## config.mk

```make
export PLATFORM = sky130hd
export DESIGN_NAME = scc_top
export DESIGN_NICKNAME = d
export VERILOG_FILES = /design/src/rtl/scc_engine.v /design/src/rtl/scc_top.v
export VERILOG_INCLUDE_DIRS = /design/src /design/src/rtl
export SDC_FILE = /design/constraint.sdc
export NUM_CORES = 1
export LEC_CHECK = 0
export BUFFER_PORTS_ARGS = -buffer_cell sky130_fd_sc_hd__buf_2
export CAP_MARGIN = 40
export CORE_ASPECT_RATIO = 1.1
export CORE_MARGIN = 4
export CORE_UTILIZATION = 53
export CTS_CLUSTER_SIZE = 10
export DETAILED_ROUTE_END_ITERATION = 10
export PLACE_DENSITY = 0.77
export SLEW_MARGIN = 20
export SYNTH_ARGS = -nofsm -noshare
export SYNTH_HDL_FRONTEND = slang
export SYNTH_SLANG_ARGS = --single-unit
```

## constraint.sdc

```tcl
create_clock -name ref_clk_i -period 4.7 [get_ports ref_clk_i]
set_clock_uncertainty 0.05 [all_clocks]
set_input_delay 0.235 -clock ref_clk_i [delete_from_list [all_inputs] [get_ports ref_clk_i]]
set_output_delay 0.235 -clock ref_clk_i [all_outputs]
set_load 0.05 [all_outputs]
```

## src/rtl/scc_defines.vh

```
// register map, field positions, mode codes and timing constants of the serial channel
`ifndef SCC_DEFINES_VH
`define SCC_DEFINES_VH

`define SCC_ADDR_W 8
`define SCC_OFF_DATA 8'h04
`define SCC_OFF_CTRL 8'h08
`define SCC_OFF_MODE 8'h0c

`define SCC_SEL_NONE 3'b000
`define SCC_SEL_DATA 3'b001
`define SCC_SEL_CTRL 3'b010
`define SCC_SEL_MODE 3'b100

`define SCC_B_RX_NINTH 7
`define SCC_B_EVEN 6
`define SCC_B_PAR_EN 5
`define SCC_B_OVERRUN 4
`define SCC_B_PAR_UND 3
`define SCC_B_FRAMING 2
`define SCC_B_EDGE_SEL 1
`define SCC_B_CLK_SRC 0

`define SCC_B_TX_NINTH 7
`define SCC_MODE_HI 3
`define SCC_MODE_LO 2

`define SCC_MODE_SYNC 2'b00
`define SCC_MODE_U7 2'b01
`define SCC_MODE_U8 2'b10
`define SCC_MODE_U9 2'b11

`define SCC_RESP_OKAY 2'b00
`define SCC_RESP_SLVERR 2'b10

`define SCC_BAUD_DIV 16'h0364
`define SCC_SYNC_LAST 4'h7
`define SCC_RESET_WORD 32'h0000_0000

`endif

```

## src/rtl/scc_engine.v

```verilog
// serial engine: uart transmit/receive and clocked synchronous shifter
//
// Added by the designer: the AXI4-Lite interface to the registers and the register offsets.
`include "scc_defines.vh"

module scc_engine #(
   parameter [15:0] BAUD_DIV = `SCC_BAUD_DIV
) (
   // clock and reset
   input wire ref_clk_i,
   input wire reset_i,
   // configuration
   input wire [1:0] transfer_mode_field_i,
   input wire even_i,
   input wire parity_add_enable_i,
   input wire shift_edge_select_i,
   input wire sync_clock_source_i,
   // transmit request
   input wire tx_req_i,
   input wire [8:0] tx_word_i,
   output reg tx_ack_o,
   // pins
   input wire serial_in_pin_i,
   input wire shift_clock_pin_i,
   output reg serial_out_pin_o,
   output reg shift_clock_pin_o,
   output reg shift_clock_oe_n_o,
   // receive results and error events
   output reg rx_done_o,
   output reg [8:0] rx_word_o,
   output reg parity_err_o,
   output reg framing_err_o,
   output reg underrun_o
);
   localparam R_IDLE = 2'b01;
   localparam R_UART = 2'b10;

   function [3:0] data_bits;
      input [1:0] m;
      begin
         case (m)
            `SCC_MODE_U7: data_bits = 4'h7;
            `SCC_MODE_U9: data_bits = 4'h9;
            default: data_bits = 4'h8;
         endcase
      end
   endfunction

   // parity bit over the first n bits; odd parity inverts the plain xor
   function parity_of;
      input [8:0] w;
      input [3:0] n;
      input ev;
      integer i;
      begin
         parity_of = ~ev;
         for (i = 0; i < 9; i = i + 1) begin
            if (i < n) parity_of = parity_of ^ w[i];
         end
      end
   endfunction

   function [8:0] mask_word;
      input [9:0] w;
      input [3:0] n;
      integer i;
      begin
         mask_word = 9'h000;
         for (i = 0; i < 9; i = i + 1) begin
            if (i < n) mask_word[i] = w[i];
         end
      end
   endfunction

   wire uart = transfer_mode_field_i != `SCC_MODE_SYNC;
   wire [3:0] nd = data_bits(transfer_mode_field_i);
   // parity exists only in the 7 and 8 bit uart modes
   wire par_on = parity_add_enable_i &
      (transfer_mode_field_i == `SCC_MODE_U7 || transfer_mode_field_i == `SCC_MODE_U8);
   wire [3:0] np = {3'h0, par_on};

   reg [15:0] bcnt;
   wire tick = bcnt == 16'h0000;
   reg [11:0] tsr;
   reg [3:0] tcnt;
   reg tbusy;
   reg [1:0] rstate;
   reg [15:0] rph;
   reg [3:0] ridx;
   reg [9:0] rfr;
   reg rxd_prev;
   reg sclk_gen;
   reg clk_prev;
   reg src_prev;
   reg [3:0] scnt;
   reg [7:0] ssr;

   reg [11:0] frame;
   integer k;
   always @* begin
      frame = 12'hfff;
      frame[0] = 1'b0;
      for (k = 0; k < 9; k = k + 1) begin
         if (k < nd) frame[k + 1] = tx_word_i[k];
      end
      if (par_on) frame[nd + 4'h1] = parity_of(tx_word_i, nd, even_i);
   end

   // internal clock only when the shift clock comes from the divider
   wire lvl = sync_clock_source_i ? shift_clock_pin_i : sclk_gen;
   // a source switch is not a clock edge
   wire src_same = src_prev == sync_clock_source_i;
   wire rise = src_same & ~clk_prev & lvl;
   wire fall = src_same & clk_prev & ~lvl;
   wire lead = shift_edge_select_i ? rise : fall;
   wire trail = shift_edge_select_i ? fall : rise;
   wire sync_act = ~uart;
   wire [3:0] stop_idx = nd + np + 4'h1;

   always @(posedge ref_clk_i or posedge reset_i) begin
      if (reset_i) begin
         bcnt <= 16'h0000;
         tsr <= 12'hfff;
         tcnt <= 4'h0;
         tbusy <= 1'b0;
         tx_ack_o <= 1'b0;
         serial_out_pin_o <= 1'b1;
         shift_clock_pin_o <= 1'b1;
         shift_clock_oe_n_o <= 1'b1;
         sclk_gen <= 1'b1;
         clk_prev <= 1'b1;
         src_prev <= 1'b0;
         scnt <= 4'h0;
         ssr <= 8'h00;
         rstate <= R_IDLE;
         rph <= 16'h0000;
         ridx <= 4'h0;
         rfr <= 10'h000;
         rxd_prev <= 1'b1;
         rx_done_o <= 1'b0;
         rx_word_o <= 9'h000;
         parity_err_o <= 1'b0;
         framing_err_o <= 1'b0;
         underrun_o <= 1'b0;
      end else begin
         bcnt <= tick ? BAUD_DIV - 16'h0001 : bcnt - 16'h0001;
         tx_ack_o <= 1'b0;
         rx_done_o <= 1'b0;
         parity_err_o <= 1'b0;
         framing_err_o <= 1'b0;
         underrun_o <= 1'b0;
         rxd_prev <= serial_in_pin_i;
         clk_prev <= lvl;
         src_prev <= sync_clock_source_i;
         shift_clock_pin_o <= sclk_gen;
         shift_clock_oe_n_o <= ~(sync_act & ~sync_clock_source_i);
         // transmit side
         if (tx_req_i & ~tbusy) begin
            tbusy <= 1'b1;
            tx_ack_o <= 1'b1;
            if (uart) begin
               tsr <= frame;
               tcnt <= stop_idx + 4'h1;
            end else begin
               tsr <= {4'hf, tx_word_i[7:0]};
            end
         end else if (uart & tbusy & tick) begin
            if (tcnt != 4'h0) begin
               serial_out_pin_o <= tsr[0];
               tsr <= {1'b1, tsr[11:1]};
               tcnt <= tcnt - 4'h1;
            end else begin
               tbusy <= 1'b0;
            end
         end else if (sync_act & lead & tbusy) begin
            serial_out_pin_o <= tsr[0];
            tsr <= {1'b1, tsr[11:1]};
         end
         // external clock asking for a bit with nothing loaded
         if (sync_act & sync_clock_source_i & lead & ~tbusy & scnt == 4'h0) begin
            underrun_o <= 1'b1;
         end
         // idle level is high for edge select 0 and low for edge select 1
         if (sync_act & ~sync_clock_source_i & tbusy) begin
            if (tick) sclk_gen <= ~sclk_gen;
         end else begin
            sclk_gen <= ~shift_edge_select_i;
         end
         // synchronous receive, eight bits lsb first
         if (sync_act & trail) begin
            ssr <= {serial_in_pin_i, ssr[7:1]};
            if (scnt == `SCC_SYNC_LAST) begin
               scnt <= 4'h0;
               tbusy <= 1'b0;
               rx_done_o <= 1'b1;
               rx_word_o <= {1'b0, serial_in_pin_i, ssr[7:1]};
            end else begin
               scnt <= scnt + 4'h1;
            end
         end else if (uart) begin
            scnt <= 4'h0;
         end
         // uart receive, sampled mid bit
         case (rstate)
            R_IDLE: begin
               if (uart & rxd_prev & ~serial_in_pin_i) begin
                  rstate <= R_UART;
                  rph <= {1'b0, BAUD_DIV[15:1]};
                  ridx <= 4'h0;
               end
            end
            R_UART: begin
               if (rph != 16'h0000) begin
                  rph <= rph - 16'h0001;
               end else begin
                  rph <= BAUD_DIV - 16'h0001;
                  ridx <= ridx + 4'h1;
                  if (ridx == 4'h0) begin
                     if (serial_in_pin_i) rstate <= R_IDLE; // start glitch
                  end else if (ridx == stop_idx) begin
                     rstate <= R_IDLE;
                     rx_done_o <= 1'b1;
                     rx_word_o <= mask_word(rfr, nd);
                     parity_err_o <= par_on & (rfr[nd] != parity_of(rfr[8:0], nd, even_i));
                     framing_err_o <= ~serial_in_pin_i;
                  end else begin
                     rfr[ridx - 4'h1] <= serial_in_pin_i;
                  end
               end
            end
            default: rstate <= R_IDLE;
         endcase
      end
   end
endmodule // scc_engine

```

## src/rtl/scc_top.v

```verilog
// serial channel control/status register with axi4-lite slave and serial engine
//
// Function
// - in 9-bit uart mode the ninth received bit of the last character reads in the control register.
// - parity is odd when the polarity bit is 0 and even when it is 1.
// - a parity bit is sent and checked only while the parity enable bit is 1.
// - a read-only overrun flag goes to 1 when an overrun occurs.
// - a read-only flag goes to 1 on a parity error or a transmit underrun.
// - a read-only framing flag goes to 1 when a received frame is malformed.
// - with edge select 0 in sync mode, bits leave on falling and enter on rising edges; idle high.
// - with edge select 1 in sync mode, bits leave on rising and enter on falling edges; idle low.
// - in sync mode the shift clock comes from the divider at source 0 and the pin at source 1.
// - the mode field selects 00 sync, 01 7-bit, 10 8-bit, 11 9-bit uart.
`include "scc_defines.vh"

module scc_top #(
   parameter [15:0] BAUD_DIV = `SCC_BAUD_DIV
) (
   // clock and reset
   input wire ref_clk_i,
   input wire reset_i,
   // axi4-lite write address and data
   input wire s_axi_awvalid_i,
   output reg s_axi_awready_o,
   input wire [`SCC_ADDR_W-1:0] s_axi_awaddr_i,
   input wire s_axi_wvalid_i,
   output reg s_axi_wready_o,
   input wire [31:0] s_axi_wdata_i,
   input wire [3:0] s_axi_wstrb_i,
   // axi4-lite write response
   output reg s_axi_bvalid_o,
   input wire s_axi_bready_i,
   output reg [1:0] s_axi_bresp_o,
   // axi4-lite read
   input wire s_axi_arvalid_i,
   output reg s_axi_arready_o,
   input wire [`SCC_ADDR_W-1:0] s_axi_araddr_i,
   output reg s_axi_rvalid_o,
   input wire s_axi_rready_i,
   output reg [31:0] s_axi_rdata_o,
   output reg [1:0] s_axi_rresp_o,
   // serial pins
   input wire serial_in_pin_i,
   input wire shift_clock_pin_i,
   output wire serial_out_pin_o,
   output wire shift_clock_pin_o,
   output wire shift_clock_oe_n_o
);
   function [2:0] reg_sel;
      input [`SCC_ADDR_W-1:0] a;
      begin
         case (a)
            `SCC_OFF_DATA: reg_sel = `SCC_SEL_DATA;
            `SCC_OFF_CTRL: reg_sel = `SCC_SEL_CTRL;
            `SCC_OFF_MODE: reg_sel = `SCC_SEL_MODE;
            default: reg_sel = `SCC_SEL_NONE;
         endcase
      end
   endfunction

   // control fields
   reg even;
   reg parity_add_enable;
   reg shift_edge_select;
   reg sync_clock_source;
   reg [1:0] transfer_mode_field;
   reg tx_ninth_bit;
   // status
   reg overrun_flag;
   reg parity_underrun_flag;
   reg framing_flag;
   reg [8:0] rx_word;
   reg rx_full;
   reg [7:0] tx_data;
   reg tx_pend;
   // bus holding state
   reg aw_ok;
   reg w_ok;
   reg [`SCC_ADDR_W-1:0] aw_addr;
   reg [31:0] w_data;
   reg [3:0] w_strb;

   wire tx_ack;
   wire rx_done;
   wire [8:0] rx_word_new;
   wire parity_err;
   wire framing_err;
   wire underrun;

   wire do_write = aw_ok & w_ok & ~s_axi_bvalid_o;
   wire [2:0] wsel = reg_sel(aw_addr);
   wire wr_lane0 = do_write & w_strb[0];
   wire do_read = s_axi_arvalid_i & s_axi_arready_o;
   wire [2:0] rsel = reg_sel(s_axi_araddr_i);
   wire rd_ctrl = do_read & rsel == `SCC_SEL_CTRL;
   wire rd_data = do_read & rsel == `SCC_SEL_DATA;
   wire rx_ninth_bit = rx_word[8];

   reg [31:0] rd_mux;
   always @* begin
      rd_mux = `SCC_RESET_WORD;
      case (rsel)
         `SCC_SEL_DATA: rd_mux[8:0] = rx_word;
         `SCC_SEL_CTRL: begin
            rd_mux[`SCC_B_RX_NINTH] = rx_ninth_bit;
            rd_mux[`SCC_B_EVEN] = even;
            rd_mux[`SCC_B_PAR_EN] = parity_add_enable;
            rd_mux[`SCC_B_OVERRUN] = overrun_flag;
            rd_mux[`SCC_B_PAR_UND] = parity_underrun_flag;
            rd_mux[`SCC_B_FRAMING] = framing_flag;
            rd_mux[`SCC_B_EDGE_SEL] = shift_edge_select;
            rd_mux[`SCC_B_CLK_SRC] = sync_clock_source;
         end
         `SCC_SEL_MODE: begin
            rd_mux[`SCC_B_TX_NINTH] = tx_ninth_bit;
            rd_mux[`SCC_MODE_HI:`SCC_MODE_LO] = transfer_mode_field;
         end
         default: rd_mux = `SCC_RESET_WORD;
      endcase
   end

   // axi4-lite slave
   always @(posedge ref_clk_i or posedge reset_i) begin
      if (reset_i) begin
         s_axi_awready_o <= 1'b0;
         s_axi_wready_o <= 1'b0;
         s_axi_bvalid_o <= 1'b0;
         s_axi_bresp_o <= `SCC_RESP_OKAY;
         s_axi_arready_o <= 1'b0;
         s_axi_rvalid_o <= 1'b0;
         s_axi_rdata_o <= `SCC_RESET_WORD;
         s_axi_rresp_o <= `SCC_RESP_OKAY;
         aw_ok <= 1'b0;
         w_ok <= 1'b0;
         aw_addr <= {`SCC_ADDR_W{1'b0}};
         w_data <= `SCC_RESET_WORD;
         w_strb <= 4'h0;
      end else begin
         if (s_axi_awvalid_i & s_axi_awready_o) begin
            s_axi_awready_o <= 1'b0;
            aw_ok <= 1'b1;
            aw_addr <= s_axi_awaddr_i;
         end else if (~aw_ok & ~s_axi_bvalid_o) begin
            s_axi_awready_o <= 1'b1;
         end
         if (s_axi_wvalid_i & s_axi_wready_o) begin
            s_axi_wready_o <= 1'b0;
            w_ok <= 1'b1;
            w_data <= s_axi_wdata_i;
            w_strb <= s_axi_wstrb_i;
         end else if (~w_ok & ~s_axi_bvalid_o) begin
            s_axi_wready_o <= 1'b1;
         end
         if (do_write) begin
            aw_ok <= 1'b0;
            w_ok <= 1'b0;
            s_axi_bvalid_o <= 1'b1;
            s_axi_bresp_o <= wsel == `SCC_SEL_NONE ? `SCC_RESP_SLVERR : `SCC_RESP_OKAY;
         end else if (s_axi_bvalid_o & s_axi_bready_i) begin
            s_axi_bvalid_o <= 1'b0;
         end
         if (do_read) begin
            s_axi_arready_o <= 1'b0;
            s_axi_rvalid_o <= 1'b1;
            s_axi_rdata_o <= rd_mux;
            s_axi_rresp_o <= rsel == `SCC_SEL_NONE ? `SCC_RESP_SLVERR : `SCC_RESP_OKAY;
         end else if (s_axi_rvalid_o & s_axi_rready_i) begin
            s_axi_rvalid_o <= 1'b0;
         end else if (~s_axi_rvalid_o & ~s_axi_arready_o) begin
            s_axi_arready_o <= 1'b1;
         end
      end
   end

   // registers; a new event in the cycle of a clearing read wins
   always @(posedge ref_clk_i or posedge reset_i) begin
      if (reset_i) begin
         even <= 1'b0;
         parity_add_enable <= 1'b0;
         shift_edge_select <= 1'b0;
         sync_clock_source <= 1'b0;
         transfer_mode_field <= `SCC_MODE_SYNC;
         tx_ninth_bit <= 1'b0;
         overrun_flag <= 1'b0;
         parity_underrun_flag <= 1'b0;
         framing_flag <= 1'b0;
         rx_word <= 9'h000;
         rx_full <= 1'b0;
         tx_data <= 8'h00;
         tx_pend <= 1'b0;
      end else begin
         if (wr_lane0 & wsel == `SCC_SEL_CTRL) begin
            even <= w_data[`SCC_B_EVEN];
            parity_add_enable <= w_data[`SCC_B_PAR_EN];
            shift_edge_select <= w_data[`SCC_B_EDGE_SEL];
            sync_clock_source <= w_data[`SCC_B_CLK_SRC];
         end
         if (wr_lane0 & wsel == `SCC_SEL_MODE) begin
            transfer_mode_field <= w_data[`SCC_MODE_HI:`SCC_MODE_LO];
            tx_ninth_bit <= w_data[`SCC_B_TX_NINTH];
         end
         if (wr_lane0 & wsel == `SCC_SEL_DATA) begin
            tx_data <= w_data[7:0];
         end
         tx_pend <= (wr_lane0 & wsel == `SCC_SEL_DATA) | (tx_pend & ~tx_ack);
         if (rx_done) rx_word <= rx_word_new;
         rx_full <= rx_done | (rx_full & ~rd_data);
         overrun_flag <= (rx_done & rx_full) | (overrun_flag & ~rd_ctrl);
         parity_underrun_flag <= parity_err | underrun |
            (parity_underrun_flag & ~rd_ctrl);
         framing_flag <= framing_err | (framing_flag & ~rd_ctrl);
      end
   end

   scc_engine #(
      .BAUD_DIV(BAUD_DIV)
   ) u_engine (
      .ref_clk_i(ref_clk_i),
      .reset_i(reset_i),
      .transfer_mode_field_i(transfer_mode_field),
      .even_i(even),
      .parity_add_enable_i(parity_add_enable),
      .shift_edge_select_i(shift_edge_select),
      .sync_clock_source_i(sync_clock_source),
      .tx_req_i(tx_pend),
      .tx_word_i({tx_ninth_bit, tx_data}),
      .tx_ack_o(tx_ack),
      .serial_in_pin_i(serial_in_pin_i),
      .shift_clock_pin_i(shift_clock_pin_i),
      .serial_out_pin_o(serial_out_pin_o),
      .shift_clock_pin_o(shift_clock_pin_o),
      .shift_clock_oe_n_o(shift_clock_oe_n_o),
      .rx_done_o(rx_done),
      .rx_word_o(rx_word_new),
      .parity_err_o(parity_err),
      .framing_err_o(framing_err),
      .underrun_o(underrun)
   );
endmodule // scc_top

```

### Word-level counts from Yosys, hierarchy flattened

Index checks and enable logic that the tools add are counted.
W data, S select, Z words.

| storage, ports and cells | value |
|---|---|
| output and inout bits | 44 |
| input port bits | 61 |
| bits in registers | 164 |
| logic and storage cells | 398 |

| operators by class | value |
|---|---|
| reductions and logical operators | 32 |
| mux-type cells | 175 |
| equal/unequal tests | 30 |
| bitwise logic cells | 88 |
| add/subtract/negate cells | 10 |
| magnitude comparators | 14 |

Operators by type and width:

| operator | number |
|---|---|
| $mux W1 | 129 |
| $mux W12 | 6 |
| $mux W9 | 6 |
| $mux W16 | 3 |
| $and A1 B1 Y1 | 42 |
| $mux W4 | 9 |
| $eq A8 B4 Y1 const B | 4 |
| $pmux W16 S2 | 1 |
| $sub A16 B1 Y16 const B | 2 |
| $reduce_bool A2 Y1 | 13 |
| $not A1 Y1 | 22 |
| $add A4 B1 Y4 const B | 5 |
| $pmux W3 S3 | 2 |
| $xor A1 B1 Y1 | 18 |
| $eq A8 B3 Y1 const B | 2 |
| $logic_not A16 Y1 | 1 |
| $lt A3 B4 Y1 const A | 4 |
| $pmux W4 S2 | 2 |
| $reduce_bool A16 Y1 | 1 |
| $lt A4 B5 Y1 const B | 3 |
| $mux W2 | 7 |
| $bwmux W12 | 1 |
| $bwmux W10 | 1 |
| $reduce_and A3 Y1 | 3 |
| 35 further kinds | 62 |

### Logic depth before layout (Yosys ltp)

Gate-level depths: netlist (run 1).

| depth | value |
|---|---|
| depth in word-level cells | 64 |
| mapped depth | 10 |
| depth with buffers taken out | 8 |

### Modules after synthesis

Synthesis (run 1) repeated with hierarchy kept, for this count alone.

| second synthesis, totals | value |
|---|---|
| cell total of the unflattened synthesis | 729 |
| area, all modules | 8,066.5 µm² |

By module, submodules not included:

| module | sequential area each (µm²) | area each (µm²) | cells each | times used |
|---|---|---|---|---|
| scc_engine | 2,451.1 | 5,287.6 | 526 | 1 |
| scc_top | 1,601.5 | 2,778.9 | 203 | 1 |

### Worst setup path after synthesis (run 1)

Ideal clock, no wire load.

| timing | value |
|---|---|
| path type | register -> register |
| start point | reg u_engine.rph[0] |
| end point | reg u_engine.rfr[0] |
| stages on the path, launching flop included | 9 |
| arrival | 2.639 ns |
| setup slack | 1.883 ns |
| setup time | 0.127 ns |
| cell sequence | dfrtp_1 inv_1 ha_1 or4b_1 or3_4 or3_4 nor4_4 nand4_1 mux2_1 |

| on the way | value |
|---|---|
| longest elaborated chain between the ends | 3 |

RTL lines:

| item | RTL line | source |
|---|---|---|
| start: declaration | scc_engine.v:88 | `reg [15:0] rph;` |
| start signal: assignment | scc_engine.v:208 | `rph <= {1'b0, BAUD_DIV[15:1]};` |
| start signal: assignment | scc_engine.v:214 | `rph <= rph - 16'h0001;` |
| start signal: assignment | scc_engine.v:216 | `rph <= BAUD_DIV - 16'h0001;` |
| $reduce_bool A16 Y1 | scc_engine.v:213 | `if (rph != 16'h0000) begin` |
| $not A1 Y1 (no source line) | -- |  |
| $reduce_and A4 Y1 (no source line) | -- |  |
| end signal: indexed assignment | scc_engine.v:227 | `rfr[ridx - 4'h1] <= serial_in_pin_i;` |
| end: declaration | scc_engine.v:90 | `reg [9:0] rfr;` |

Every way passes these cells.
A chain may end at the register's enable or synchronous reset.

### Final worst setup path (run 1)

| timing | value |
|---|---|
| start point | reg transfer_mode_field[0] |
| end point | reg u_engine.parity_err_o |

| on the way | value |
|---|---|
| longest elaborated chain between the ends | 62 |
| elaborated cells on any way between the ends | 79 |

RTL lines:

| item | RTL line | source |
|---|---|---|
| start: declaration | scc_top.v:66 | `reg [1:0] transfer_mode_field;` |
| start signal: assignment | scc_top.v:182 | `` transfer_mode_field <= `SCC_MODE_SYNC; `` |
| start signal: assignment | scc_top.v:199 | `` transfer_mode_field <= w_data[`SCC_MODE_HI:`SCC_MODE_LO]; `` |
| $eq A2 B2 Y1 or $eq A2 B1 Y1 (tied branches) | scc_engine.v:41 | `case (m)` |
| $pmux W4 S2 | scc_engine.v:41 |  |
| $lt A1 B4 Y1 | scc_engine.v:58 | `if (i < n) parity_of = parity_of ^ w[i];` |
| $mux W1 | scc_engine.v:58 |  |
| $mux W1 | scc_engine.v:220 | `end else if (ridx == stop_idx) begin` |
| $mux W1 | scc_engine.v:218 | `if (ridx == 4'h0) begin` |
| $mux W1 | scc_engine.v:213 |  |
| $mux W1 | scc_engine.v:204 | `case (rstate)` |
| (+46 left out) | -- |  |
| $mux W1 | scc_engine.v:213 |  |
| $mux W1 | scc_engine.v:204 |  |
| $ne A1 B1 Y1 | scc_engine.v:224 | `parity_err_o <= par_on & (rfr[nd] != parity_of(rfr[8:0], nd, even_i));` |
| $and A1 B1 Y1 | scc_engine.v:224 |  |
| $mux W1 (*) | scc_engine.v:220 |  |
| $mux W1 (*) | scc_engine.v:218 |  |
| $mux W1 (*) | scc_engine.v:213 |  |
| $mux W1 (*) | scc_engine.v:204 |  |
| end signal: assignment | scc_engine.v:224 |  |
| end: declaration | scc_engine.v:31 | `output reg parity_err_o,` |

Every way passes the cells marked *; elsewhere a longest branch is shown, timed or not. The select of a mux whose other input is x is not followed.

==> flow_summary.json, run 1 <==
{
  "core-area_sq_mm": 0.0151,
  "route.met3.wl_um": 921,
  "grt_overflow_total": 0,
  "p_int_mw": 2.67,
  "synth_top_flop_cell": "dfrtp_1",
  "slew_violations": 0,
  "post_cts_buffers": 0,
  "cp-end-kind": "flip-flop",
  "outcome": "completed",
  "crit_type": "reg2reg",
  "routedWlPerCell_um": 15.9,
  "cp_max_fo": 12,
  "via_per_inst": 5.62,
  "synth_area_leader_cell": "dfrtp_1",
  "vdd_drop_max_mv": 0.324,
  "final_common_cell": "dfrtp_1",
  "drive_gt1_share_pct": 21.7,
  "final_nets": 903,
  "cts_tree": "built",
  "dieArea_sq_mm": 0.0174,
  "synth_top_area_share_pct": 43.6,
  "cts_buffer_depth": 2,
  "powerDensity_mw_per_mm2": 413,
  "clk_pin_slew_worst_paths_ns": 0.06,
  "n_fill_cell": 1200,
  "antenna_found_initial": 0,
  "drc": 0,
  "tightestPinTransition_ns": 0.820,
  "dpl.cell_count": 976,
  "seqPwrFrac_pct": 45.3,
  "ys_seq_elements": 161,
  "wl_um": 16300,
  "grt_pass1_wl_um": 27700,
  "fmax_mhz": 311,
  "p_sw_mw": 1.17,
  "power_leakage_nw": 4.14,
  "hpwl_um": 11200,
  "finalWorstSetupSlack_ns": 1.48,
  "gr-usage-all-layers_pct": 19.5,
  "place_congestion": 0.821,
  "syn_area_per_cell_sq_um": 10.9,
  "port-buffer-count": 52,
  "synth_edf_count": 0,
  "cts_root_buffer": "clkbuf_16",
  "min_period_over_period_pct": 68.4,
  "fin_cells": 1029,
  "min_path_type": "in2reg",
  "dr_wl_met2_um": 8140,
  "cts_num_sinks": 161,
  "finalCriticalPeriod_ns": 3.22,
  "yosysUniqueCellTypes": 74,
  "drt-met1-wl_um": 7030,
  "grt_pass1_vias": 5632,
  "relSlewSlack_pct": 43.8,
  "finalHoldViolCount": 0,
  "numCtsBuffers": 17,
  "syn_inst": 747,
  "htree_levels": 4,
  "async_flop_share_pct": 100,
  "fp.dieW_um": 126,
  "syn_to_final_growth_pct": 14.1,
  "p_sw_share_pct": 30.5,
  "rsz0062_at_grt": "no",
  "die_h_um": 138,
  "top_layer": "met4",
  "clk-insertion-delay-late_ns": 0.43,
  "cap_violations": 0,
  "p_clk_share_pct": 35.0,
  "antenna_left": 0,
  "drtIter0Drc": 424,
  "multi_input_area_sq_mm": 0.00378,
  "setup_viol": 0,
  "finalSetupTns_ns": 0,
  "required_ns": 4.99,
  "dr.pass1.iters": 7,
  "fp-row-count": 47,
  "syn-cell-area_sq_mm": 0.00815,
  "start_kind": "flip-flop",
  "dpl_worst_slack_ns": 1.52,
  "combPwrFrac_pct": 19.7,
  "yosys-top-cells-area": "dfrtp_1, mux2_2, dfstp_2, ha_1, mux2i_1",
  "synth_seq_area_share_pct": 49.8,
  "hold_depth": 2,
  "yosysWarnings": 0,
  "num_antenna_cells": 0,
  "arrival_ns": 3.50,
  "reg2reg_depth": 7,
  "io_pins": 105,
  "regArea_sq_mm": 0.00405,
  "holdWs_ns": 0.0328,
  "grt_max_degree": 71,
  "vias": 5784,
  "layout_common_cells": "dfrtp_1, nor2_1, mux2_2",
  "initial_core_util_pct": 54.1
}
cell type report:
cell class | instances | area share (%)
clock buffer | 22 | 5.21
clock inverter | 10 | 1.08
inverter | 34 | 1.43
multi-input combinational | 529 | 40.7
sequential | 161 | 43.6
tap | 196 | 2.64
timing repair buffer | 77 | 5.36
power by group through the flow:
| stage | Sequential, mW | Clock (mW) | Combinational, mW |
|---|---|---|---|
| 2_1_floorplan | 1.81 | 0 | 0.520 |
| 3_3_place_gp | 1.75 | 0 | 0.720 |
| 3_5_place_dp | 1.76 | 0 | 0.735 |
| 4_1_cts | 1.74 | 1.37 | 0.752 |
| 5_1_grt | 1.77 | 1.44 | 0.828 |
| 6_report | 1.74 | 1.34 | 0.757 |
logic make-up after synthesis:
group | synth area share (%)
buffers and inverters | 5.01
other | 0.0460
AOI/OAI and AO/OA | 9.74
adders and majority gates | 3.38
DFF | 49.8
xor gates and xnor gates | 4.85
and+or+nand+nor | 14.9
muxes | 12.3
worst paths after layout:
path	end	slack, ns	startpoint
worst max register to register	u_engine.parity_err_o$_DFF_PP0_	1.48	transfer_mode_field[0]$_DFFE_PP0P_
worst min-delay path	u_engine.clk_prev$_DFF_PP1_	0.03	shift_clock_pin_i
min in group asynchronous	u_engine.ssr[6]$_DFFE_PP0P_	0.41	reset_i
worst min register to register	u_engine.shift_clock_pin_o$_DFF_PP1_	0.35	u_engine.sclk_gen$_DFFE_PP1P_
max in group asynchronous	tx_data[4]$_DFFE_PP0P_	3.15	reset_i
worst max-delay path	u_engine.parity_err_o$_DFF_PP0_	1.48	transfer_mode_field[0]$_DFFE_PP0P_
layer usage:
| layer | vias to the layer above | track usage, % |
|---|---|---|
| li1 | 2745 | - |
| met1 | 2872 | 25.7 |
| met2 | 145 | 31.7 |
| met3 | 22 | 4.86 |
| met4 | 0 | 6.32 |
| met5 | - | 0 |
registers in the layout, summed over array words and instances, names as in the netlist, 7 cells and up:
signal / cells
u_engine.rfr: 10
aw_addr: 8
u_engine.bcnt: 16
rx_word: 9
u_engine.rx_word_o: 9
u_engine.ssr: 7
tx_data: 8
u_engine.rph: 16
w_data: 8
u_engine.tsr: 12
s_axi_rdata_o: 9
critical path, cell delays in order, from the launching register on:
cell	delay, ns
dfrtp_1	0.55
ha_1	0.38
nand2_1	0.20
xor2_1	0.18
nor4_1	0.53
nand3b_1	0.46
or2_1	0.52
nor3_1	0.25
metrics by stage:
stage	area, sq um	util, %	power, mW
after global routing	9290	61.7	4.04
after floorplan	8240	-	2.33
after detailed placement	8500	56.5	2.50
after CTS	9290	61.7	3.86
after global placement	8490	56.4	2.47
final	9290	61.7	3.84
synth_stat cells (7+ instances only):
library cell	count
a21oi_1	35
buf_4	25
clkbuf_1	17
dfrtp_1	142
dfstp_2	19
ha_1	22
inv_1	34
mux2_2	59
mux2i_1	25
nand2_1	52
nand2b_1	8
nand3_1	13
nand4_1	10
nor2_1	60
nor2b_1	10
nor3_1	22
nor4_1	9
o21ai_0	23
or4_1	7
xnor2_1	26
xor2_1	14
what timing repair did:
item / in CTS / in global routing
resized for setup: 0 / 0
endpoints found under the setup margin: 0 / 0
hold buffers: 21 / 0
endpoints found under the hold margin: 82 / 0
Power figures use the tool's default switching activity.
==> inputs of run 2 (changes only) <==
clock period = 2.9 ns   (was 4.7 ns; I/O delays follow)
==> run 2 against run 1 <==
  * Global-route usage up 0.32 points
  * Via count up 0.78%
  * Flip-flop and latch count unchanged
  * Worst setup slack worse by 1.3 ns
  * Die area did not move
  * Combinational power up 73%
  * Cell count rose by 3.4%
  * Non-clock buffer count is 36 higher
==> flow_summary.json, run 2 (same netlist as run 1, synthesis figures left out) <==
{
  "outcome": "completed",
  "die_h_um": 138,
  "dieArea_sq_mm": 0.0174,
  "grt_pass1_wl_um": 28300,
  "dpl_worst_slack_ns": 0.0420,
  "grt_overflow_total": 0,
  "n_fill_cell": 1204,
  "cp_num_buf_inv": 1,
  "fin_cells": 1064,
  "top_layer": "met4",
  "crit_type": "reg2reg",
  "slew_violations": 0,
  "grt_max_degree": 80,
  "hpwl_um": 11700,
  "design_area_sq_mm": 0.00956,
  "core-area_sq_mm": 0.0151,
  "dr.pass1.iters": 5,
  "powerDensity_mw_per_mm2": 644,
  "finalCriticalPeriod_ns": 2.75,
  "cts_tree": "built",
  "regArea_sq_mm": 0.00405,
  "setup_viol": 0,
  "fp.dieW_um": 126,
  "antenna_left": 0,
  "wl_um": 16700,
  "finalHoldViolCount": 0,
  "routedWlPerCell_um": 15.7,
  "drive_gt1_share_pct": 24.8,
  "crit_family": "simple AND/OR/NAND/NOR gates",
  "post_cts_buffers": 0,
  "min_period_over_period_pct": 94.8,
  "numCtsBuffers": 17,
  "cts_root_buffer": "clkbuf_16",
  "dpl.cell_count": 1008,
  "clk_pin_slew_worst_paths_ns": 0.06,
  "slowest_delay_ns": 0.46,
  "route.met3.wl_um": 675,
  "power_leakage_nw": 4.30,
  "tightestPinTransition_ns": 0.688,
  "num_antenna_cells": 0,
  "antenna_found_initial": 0,
  "io_pins": 105,
  "fp-row-count": 47,
  "required_ns": 3.16,
  "vdd_drop_max_mv": 0.472,
  "start_kind": "flip-flop",
  "holdWs_ns": 0.0397,
  "final_common_cell": "dfrtp_1",
  "syn_to_final_growth_pct": 17.4,
  "htree_levels": 4,
  "cp-end-kind": "flip-flop",
  "initial_core_util_pct": 54.1,
  "cap_violations": 0,
  "placed_cell_area_sq_mm": 0.00876,
  "grt_pass1_vias": 5875,
  "drtIter0Drc": 408,
  "crit_path_top_delay_cell": "or4b_4",
  "via_per_inst": 5.48,
  "place_congestion": 0.887,
  "final_nets": 939,
  "cp_max_fo": 6,
  "gr-usage-all-layers_pct": 19.8,
  "crit_chain": "inv_1, ha_2, or4b_4, or3_4, or3_4, nor4_4, nand4_1, mux2_4",
  "cts_buffer_depth": 2,
  "finalWorstSetupSlack_ns": 0.151,
  "drc": 0,
  "clk-insertion-delay-late_ns": 0.43,
  "min_path_type": "in2reg",
  "path_common_cell": "or3_4",
  "fmax_mhz": 364,
  "dr_wl_met2_um": 8130,
  "vias": 5829,
  "multi_input_area_sq_mm": 0.00379,
  "layout_common_cells": "dfrtp_1, nor2_1, mux2_2",
  "cts_num_sinks": 161,
  "relSlewSlack_pct": 54.0,
  "drt-met1-wl_um": 7570,
  "port-buffer-count": 52,
  "arrival_ns": 3.01,
  "biggestRegsByFlops": "u_engine.bcnt x16, u_engine.rph x16, u_engine.tsr x12"
}
## run 2: what timing repair did
item / CTS / global route
endpoints found under the hold margin: 49 / 0
endpoints found under the setup margin: 0 / 16
resized for setup: 0 / 6
hold buffers: 25 / 0
## run 2: routing by layer
| layer | GRT usage [%] | vias up |
|---|---|---|
| li1 | - | 2814 |
| met1 | 27.1 | 2862 |
| met2 | 31.8 | 124 |
| met3 | 4.21 | 29 |
| met4 | 6.27 | 0 |
| met5 | 0 | - |
## run 2: tightest hold or removal path: cells and delay by family
| family | cells | cell delay [ns] |
|---|---|---|
| AND/OR/NAND/NOR | 3 | 0.17 |
| buffers and inverters | 1 | 0.16 |
## run 2: path summary, 6_finish.rpt
check	startpoint	end	slack [ns]	cells past startpoint
min in group asynchronous	reset_i	s_axi_rdata_o[2]$_DFFE_PP0P_	0.29	3
worst max-delay path	u_engine.rph[1]$_DFFE_PP0P_	u_engine.rfr[0]$_DFFE_PP0P_	0.15	8
worst min-delay path	s_axi_araddr_i[2]	s_axi_rresp_o[1]$_DFFE_PP0P_	0.04	4
max in group asynchronous	reset_i	u_engine.rstate[0]$_DFFE_PP1P_	1.68	4
worst max register to register	u_engine.rph[1]$_DFFE_PP0P_	u_engine.rfr[0]$_DFFE_PP0P_	0.15	8
worst min register to register	u_engine.sclk_gen$_DFFE_PP1P_	u_engine.shift_clock_pin_o$_DFF_PP1_	0.35	0
## run 2: cell type report
cell class	instances	area share, %
sequential	161	42.4
multi-input combinational	529	39.6
timing repair buffer	113	8.47
clock buffer	22	4.96
tap	196	2.56
inverter	34	1.37
clock inverter	9	0.628
## run 2: through the flow
step / setup TNS (ns) / utilization (%) / power [mW]
2_1_floorplan: 0 / - / 3.77
3_3_place_gp: 0 / 58.2 / 4.07
3_5_place_dp: 0 / 58.2 / 4.12
4_1_cts: 0 / 63.4 / 6.18
5_1_grt: -0.00508 / 63.5 / 6.47
6_report: 0 / 63.5 / 6.15
## run 2: where the power goes
group          switching [mW]  internal, mW  leakage, nW
Combinational           0.769         0.539         2.12
Sequential              0.253          2.57         1.92
Clock                   0.873          1.15        0.258
Total                    1.90          4.26         4.30
==> inputs of run 3 (changes only) <==
CORE_UTILIZATION = 58   (was 53)
PLACE_DENSITY = 0.8   (was 0.77)
clock period = 2.58 ns   (was 2.9 ns; I/O delays follow)
==> run 3 against run 2 <==
  * The run now ends with setup timing left
  * Count of clock-buffer cells in the layout is the same
  * Register-to-register slack got worse by 0.31 ns
  * First-iteration DRC count up 52%
  * Wire length is 13% higher
  * Flip-flop and latch count unchanged
  * Critical endpoint is now u_engine.rfr[3]$_DFFE_PP0P_
  * Highest routed layer unchanged
==> flow_summary.json, run 3 (same netlist as run 1, synthesis figures left out) <==
{
  "outcome": "complete, but fails checks",
  "violations": "setup timing",
  "htree_levels": 4,
  "vias": 6291,
  "gr-usage-all-layers_pct": 23.8,
  "dr.pass1.iters": 5,
  "p_clk_share_pct": 35.5,
  "finalHoldViolCount": 0,
  "grt_use_met2_pct": 39.9,
  "setup_viol": 8,
  "p_sw_mw": 2.20,
  "antenna_left": 0,
  "crit_type": "reg2reg",
  "start_kind": "flip-flop",
  "drtIter0Drc": 622,
  "grt_max_degree": 66,
  "fp.dieW_um": 121,
  "met3_usage_pct": 4.85,
  "rr_startpoint": "u_engine.rph[0]$_DFFE_PP0P_",
  "reg2reg_depth": 8,
  "grt_use_met1_pct": 30.3,
  "power_leakage_nw": 4.57,
  "globalRoute.busiestLayer": "met2",
  "wl_um": 18900,
  "r2r-end": "u_engine.rfr[3]$_DFFE_PP0P_",
  "antenna_found_initial": 0,
  "arrival_ns": 3.01,
  "dieArea_sq_mm": 0.0160,
  "final_nets": 983,
  "cap_violations": 0,
  "cts_root_buffer": "clkbuf_16",
  "numCtsBuffers": 17,
  "slew_violations": 0,
  "grt_pass1_vias": 6248,
  "hpwl_um": 12800,
  "fin_util_pct": 73.5,
  "required_ns": 2.84,
  "clk_pin_slew_worst_paths_ns": 0.06,
  "hold_depth": 3,
  "vdd_drop_max_mv": 0.590,
  "timing.critical_path.from": "u_engine.rph[0]$_DFFE_PP0P_",
  "p_sw_share_pct": 29.7,
  "finalWorstSetupSlack_ns": -0.163,
  "cp-end-kind": "flip-flop",
  "biggestRegsByFlops": "u_engine.bcnt x16, u_engine.rph x16, u_engine.tsr x12",
  "place_congestion": 0.869,
  "drc": 0,
  "cts_num_sinks": 161,
  "hold_end": "s_axi_rdata_o[3]$_DFFE_PP0P_",
  "min_path_type": "in2reg",
  "relSlewSlack_pct": 58.1,
  "port-buffer-count": 52,
  "cts_buffer_depth": 2,
  "rsz0062_at_grt": "yes",
  "p_int_mw": 5.21,
  "die_h_um": 132,
  "fp-row-count": 45,
  "via_per_inst": 5.71,
  "grt_overflow_total": 0,
  "powerDensity_mw_per_mm2": 731,
  "final_common_cell": "dfrtp_1",
  "layout_common_cells": "dfrtp_1, buf_4, nor2_1, mux2_2",
  "fin_cells": 1101,
  "drive_gt1_share_pct": 31.2,
  "finalCriticalPeriod_ns": 2.74,
  "min-delay-start": "s_axi_araddr_i[3]",
  "syn_to_final_growth_pct": 24.5,
  "tightestPinTransition_ns": 0.628,
  "seqPwrFrac_pct": 42.7,
  "initial_core_util_pct": 59.0,
  "clk-insertion-delay-late_ns": 0.43,
  "cts_tree": "built",
  "fmax_mhz": 365,
  "dpl.cell_count": 1029,
  "cp_max_fo": 6,
  "io_pins": 105,
  "grt_pass1_wl_um": 30400,
  "core-area_sq_mm": 0.0138,
  "min_period_over_period_pct": 106,
  "num_antenna_cells": 0,
  "ff2ff_setup_slack_ns": -0.16,
  "combPwrFrac_pct": 21.8,
  "routedWlPerCell_um": 17.1
}
run 3: cell types whose count changed in the layout (fill, tap and decap cells not counted), sizes merged:
cell,previous run,this run
buf,88,130
bufinv,0,4
clkinv,6,4
clkinvlp,4,3
dlygate4sd3,25,26
or2,2,3
run 3: worst max path at each step:
stage               cells past startpoint                               endpoint  slack [ns]
global route                            8            u_engine.rfr[1]$_DFFE_PP0P_       -0.28
finish                                  8            u_engine.rfr[3]$_DFFE_PP0P_       -0.16
CTS                                     8            u_engine.rfr[0]$_DFFE_PP0P_       -0.12
floorplan                              10            u_engine.tsr[0]$_DFFE_PP1P_       -0.11
detailed placement                      9            u_engine.tsr[0]$_DFFE_PP1P_       -0.18
global placement                        7  u_engine.serial_out_pin_o$_DFFE_PP1P_        -0.1
run 3: power by group through the flow:
stage                     sequential (mW)  combinational [mW]  clock (mW)
after floorplan                      3.29               0.958           0
after global placement               3.17                1.45           0
after detailed placement             3.20                1.51           0
after CTS                            3.16                1.57        2.66
after global routing                 3.21                1.76        2.79
final                                3.17                1.61        2.63
run 3: routing by layer:
layer / vias to the layer above / share of wire (%)
li1: 2908 / -
met1: 3120 / 41
met5: - / 0
met3: 38 / 5.2
met4: 0 / 2.7
met2: 225 / 51
run 3: through the flow:
| step | setup slack [ns] | power [mW] | instance area [sq um] | hold slack [ns] | setup TNS [ns] |
|---|---|---|---|---|---|
| floorplan | -0.108 | 4.25 | 8300 | 0.0835 | -1.10 |
| global placement | -0.100 | 4.62 | 9010 | 0.0862 | -0.643 |
| detailed placement | -0.178 | 4.71 | 9010 | 0.0845 | -2.30 |
| CTS | -0.120 | 7.39 | 9960 | 0.0365 | -0.691 |
| global route | -0.275 | 7.76 | 10100 | 0.0787 | -2.37 |
| finish | -0.163 | 7.41 | 10100 | 0.0542 | -0.925 |
run 3: area by class of cell:
type                       count  area, sq um
fill                         904         3660
timing repair buffer         156         1160
multi-input combinational    530         3940
clock inverter                10          159
sequential                   161         4060
inverter                      34          131
clock buffer                  22          454
tap                          188          235
run 3: worst max-delay path: stages, from the launching register on:
cell and delay (ns):
dfrtp_1 0.39, inv_2 0.08, ha_4 0.13, or4b_4 0.45, or3_4 0.35, or3_4 0.36
nor4_4 0.29, nand4_1 0.20, mux2_4 0.32
run 3: timing repair:
item,4_1_cts,5_1_grt
hold buffers,26,0
hold endpoints to repair,62,0
gates resized for setup,6,29
pin swaps,7,15
setup endpoints to repair,26,43
setup buffers,4,10
gates cloned,0,1
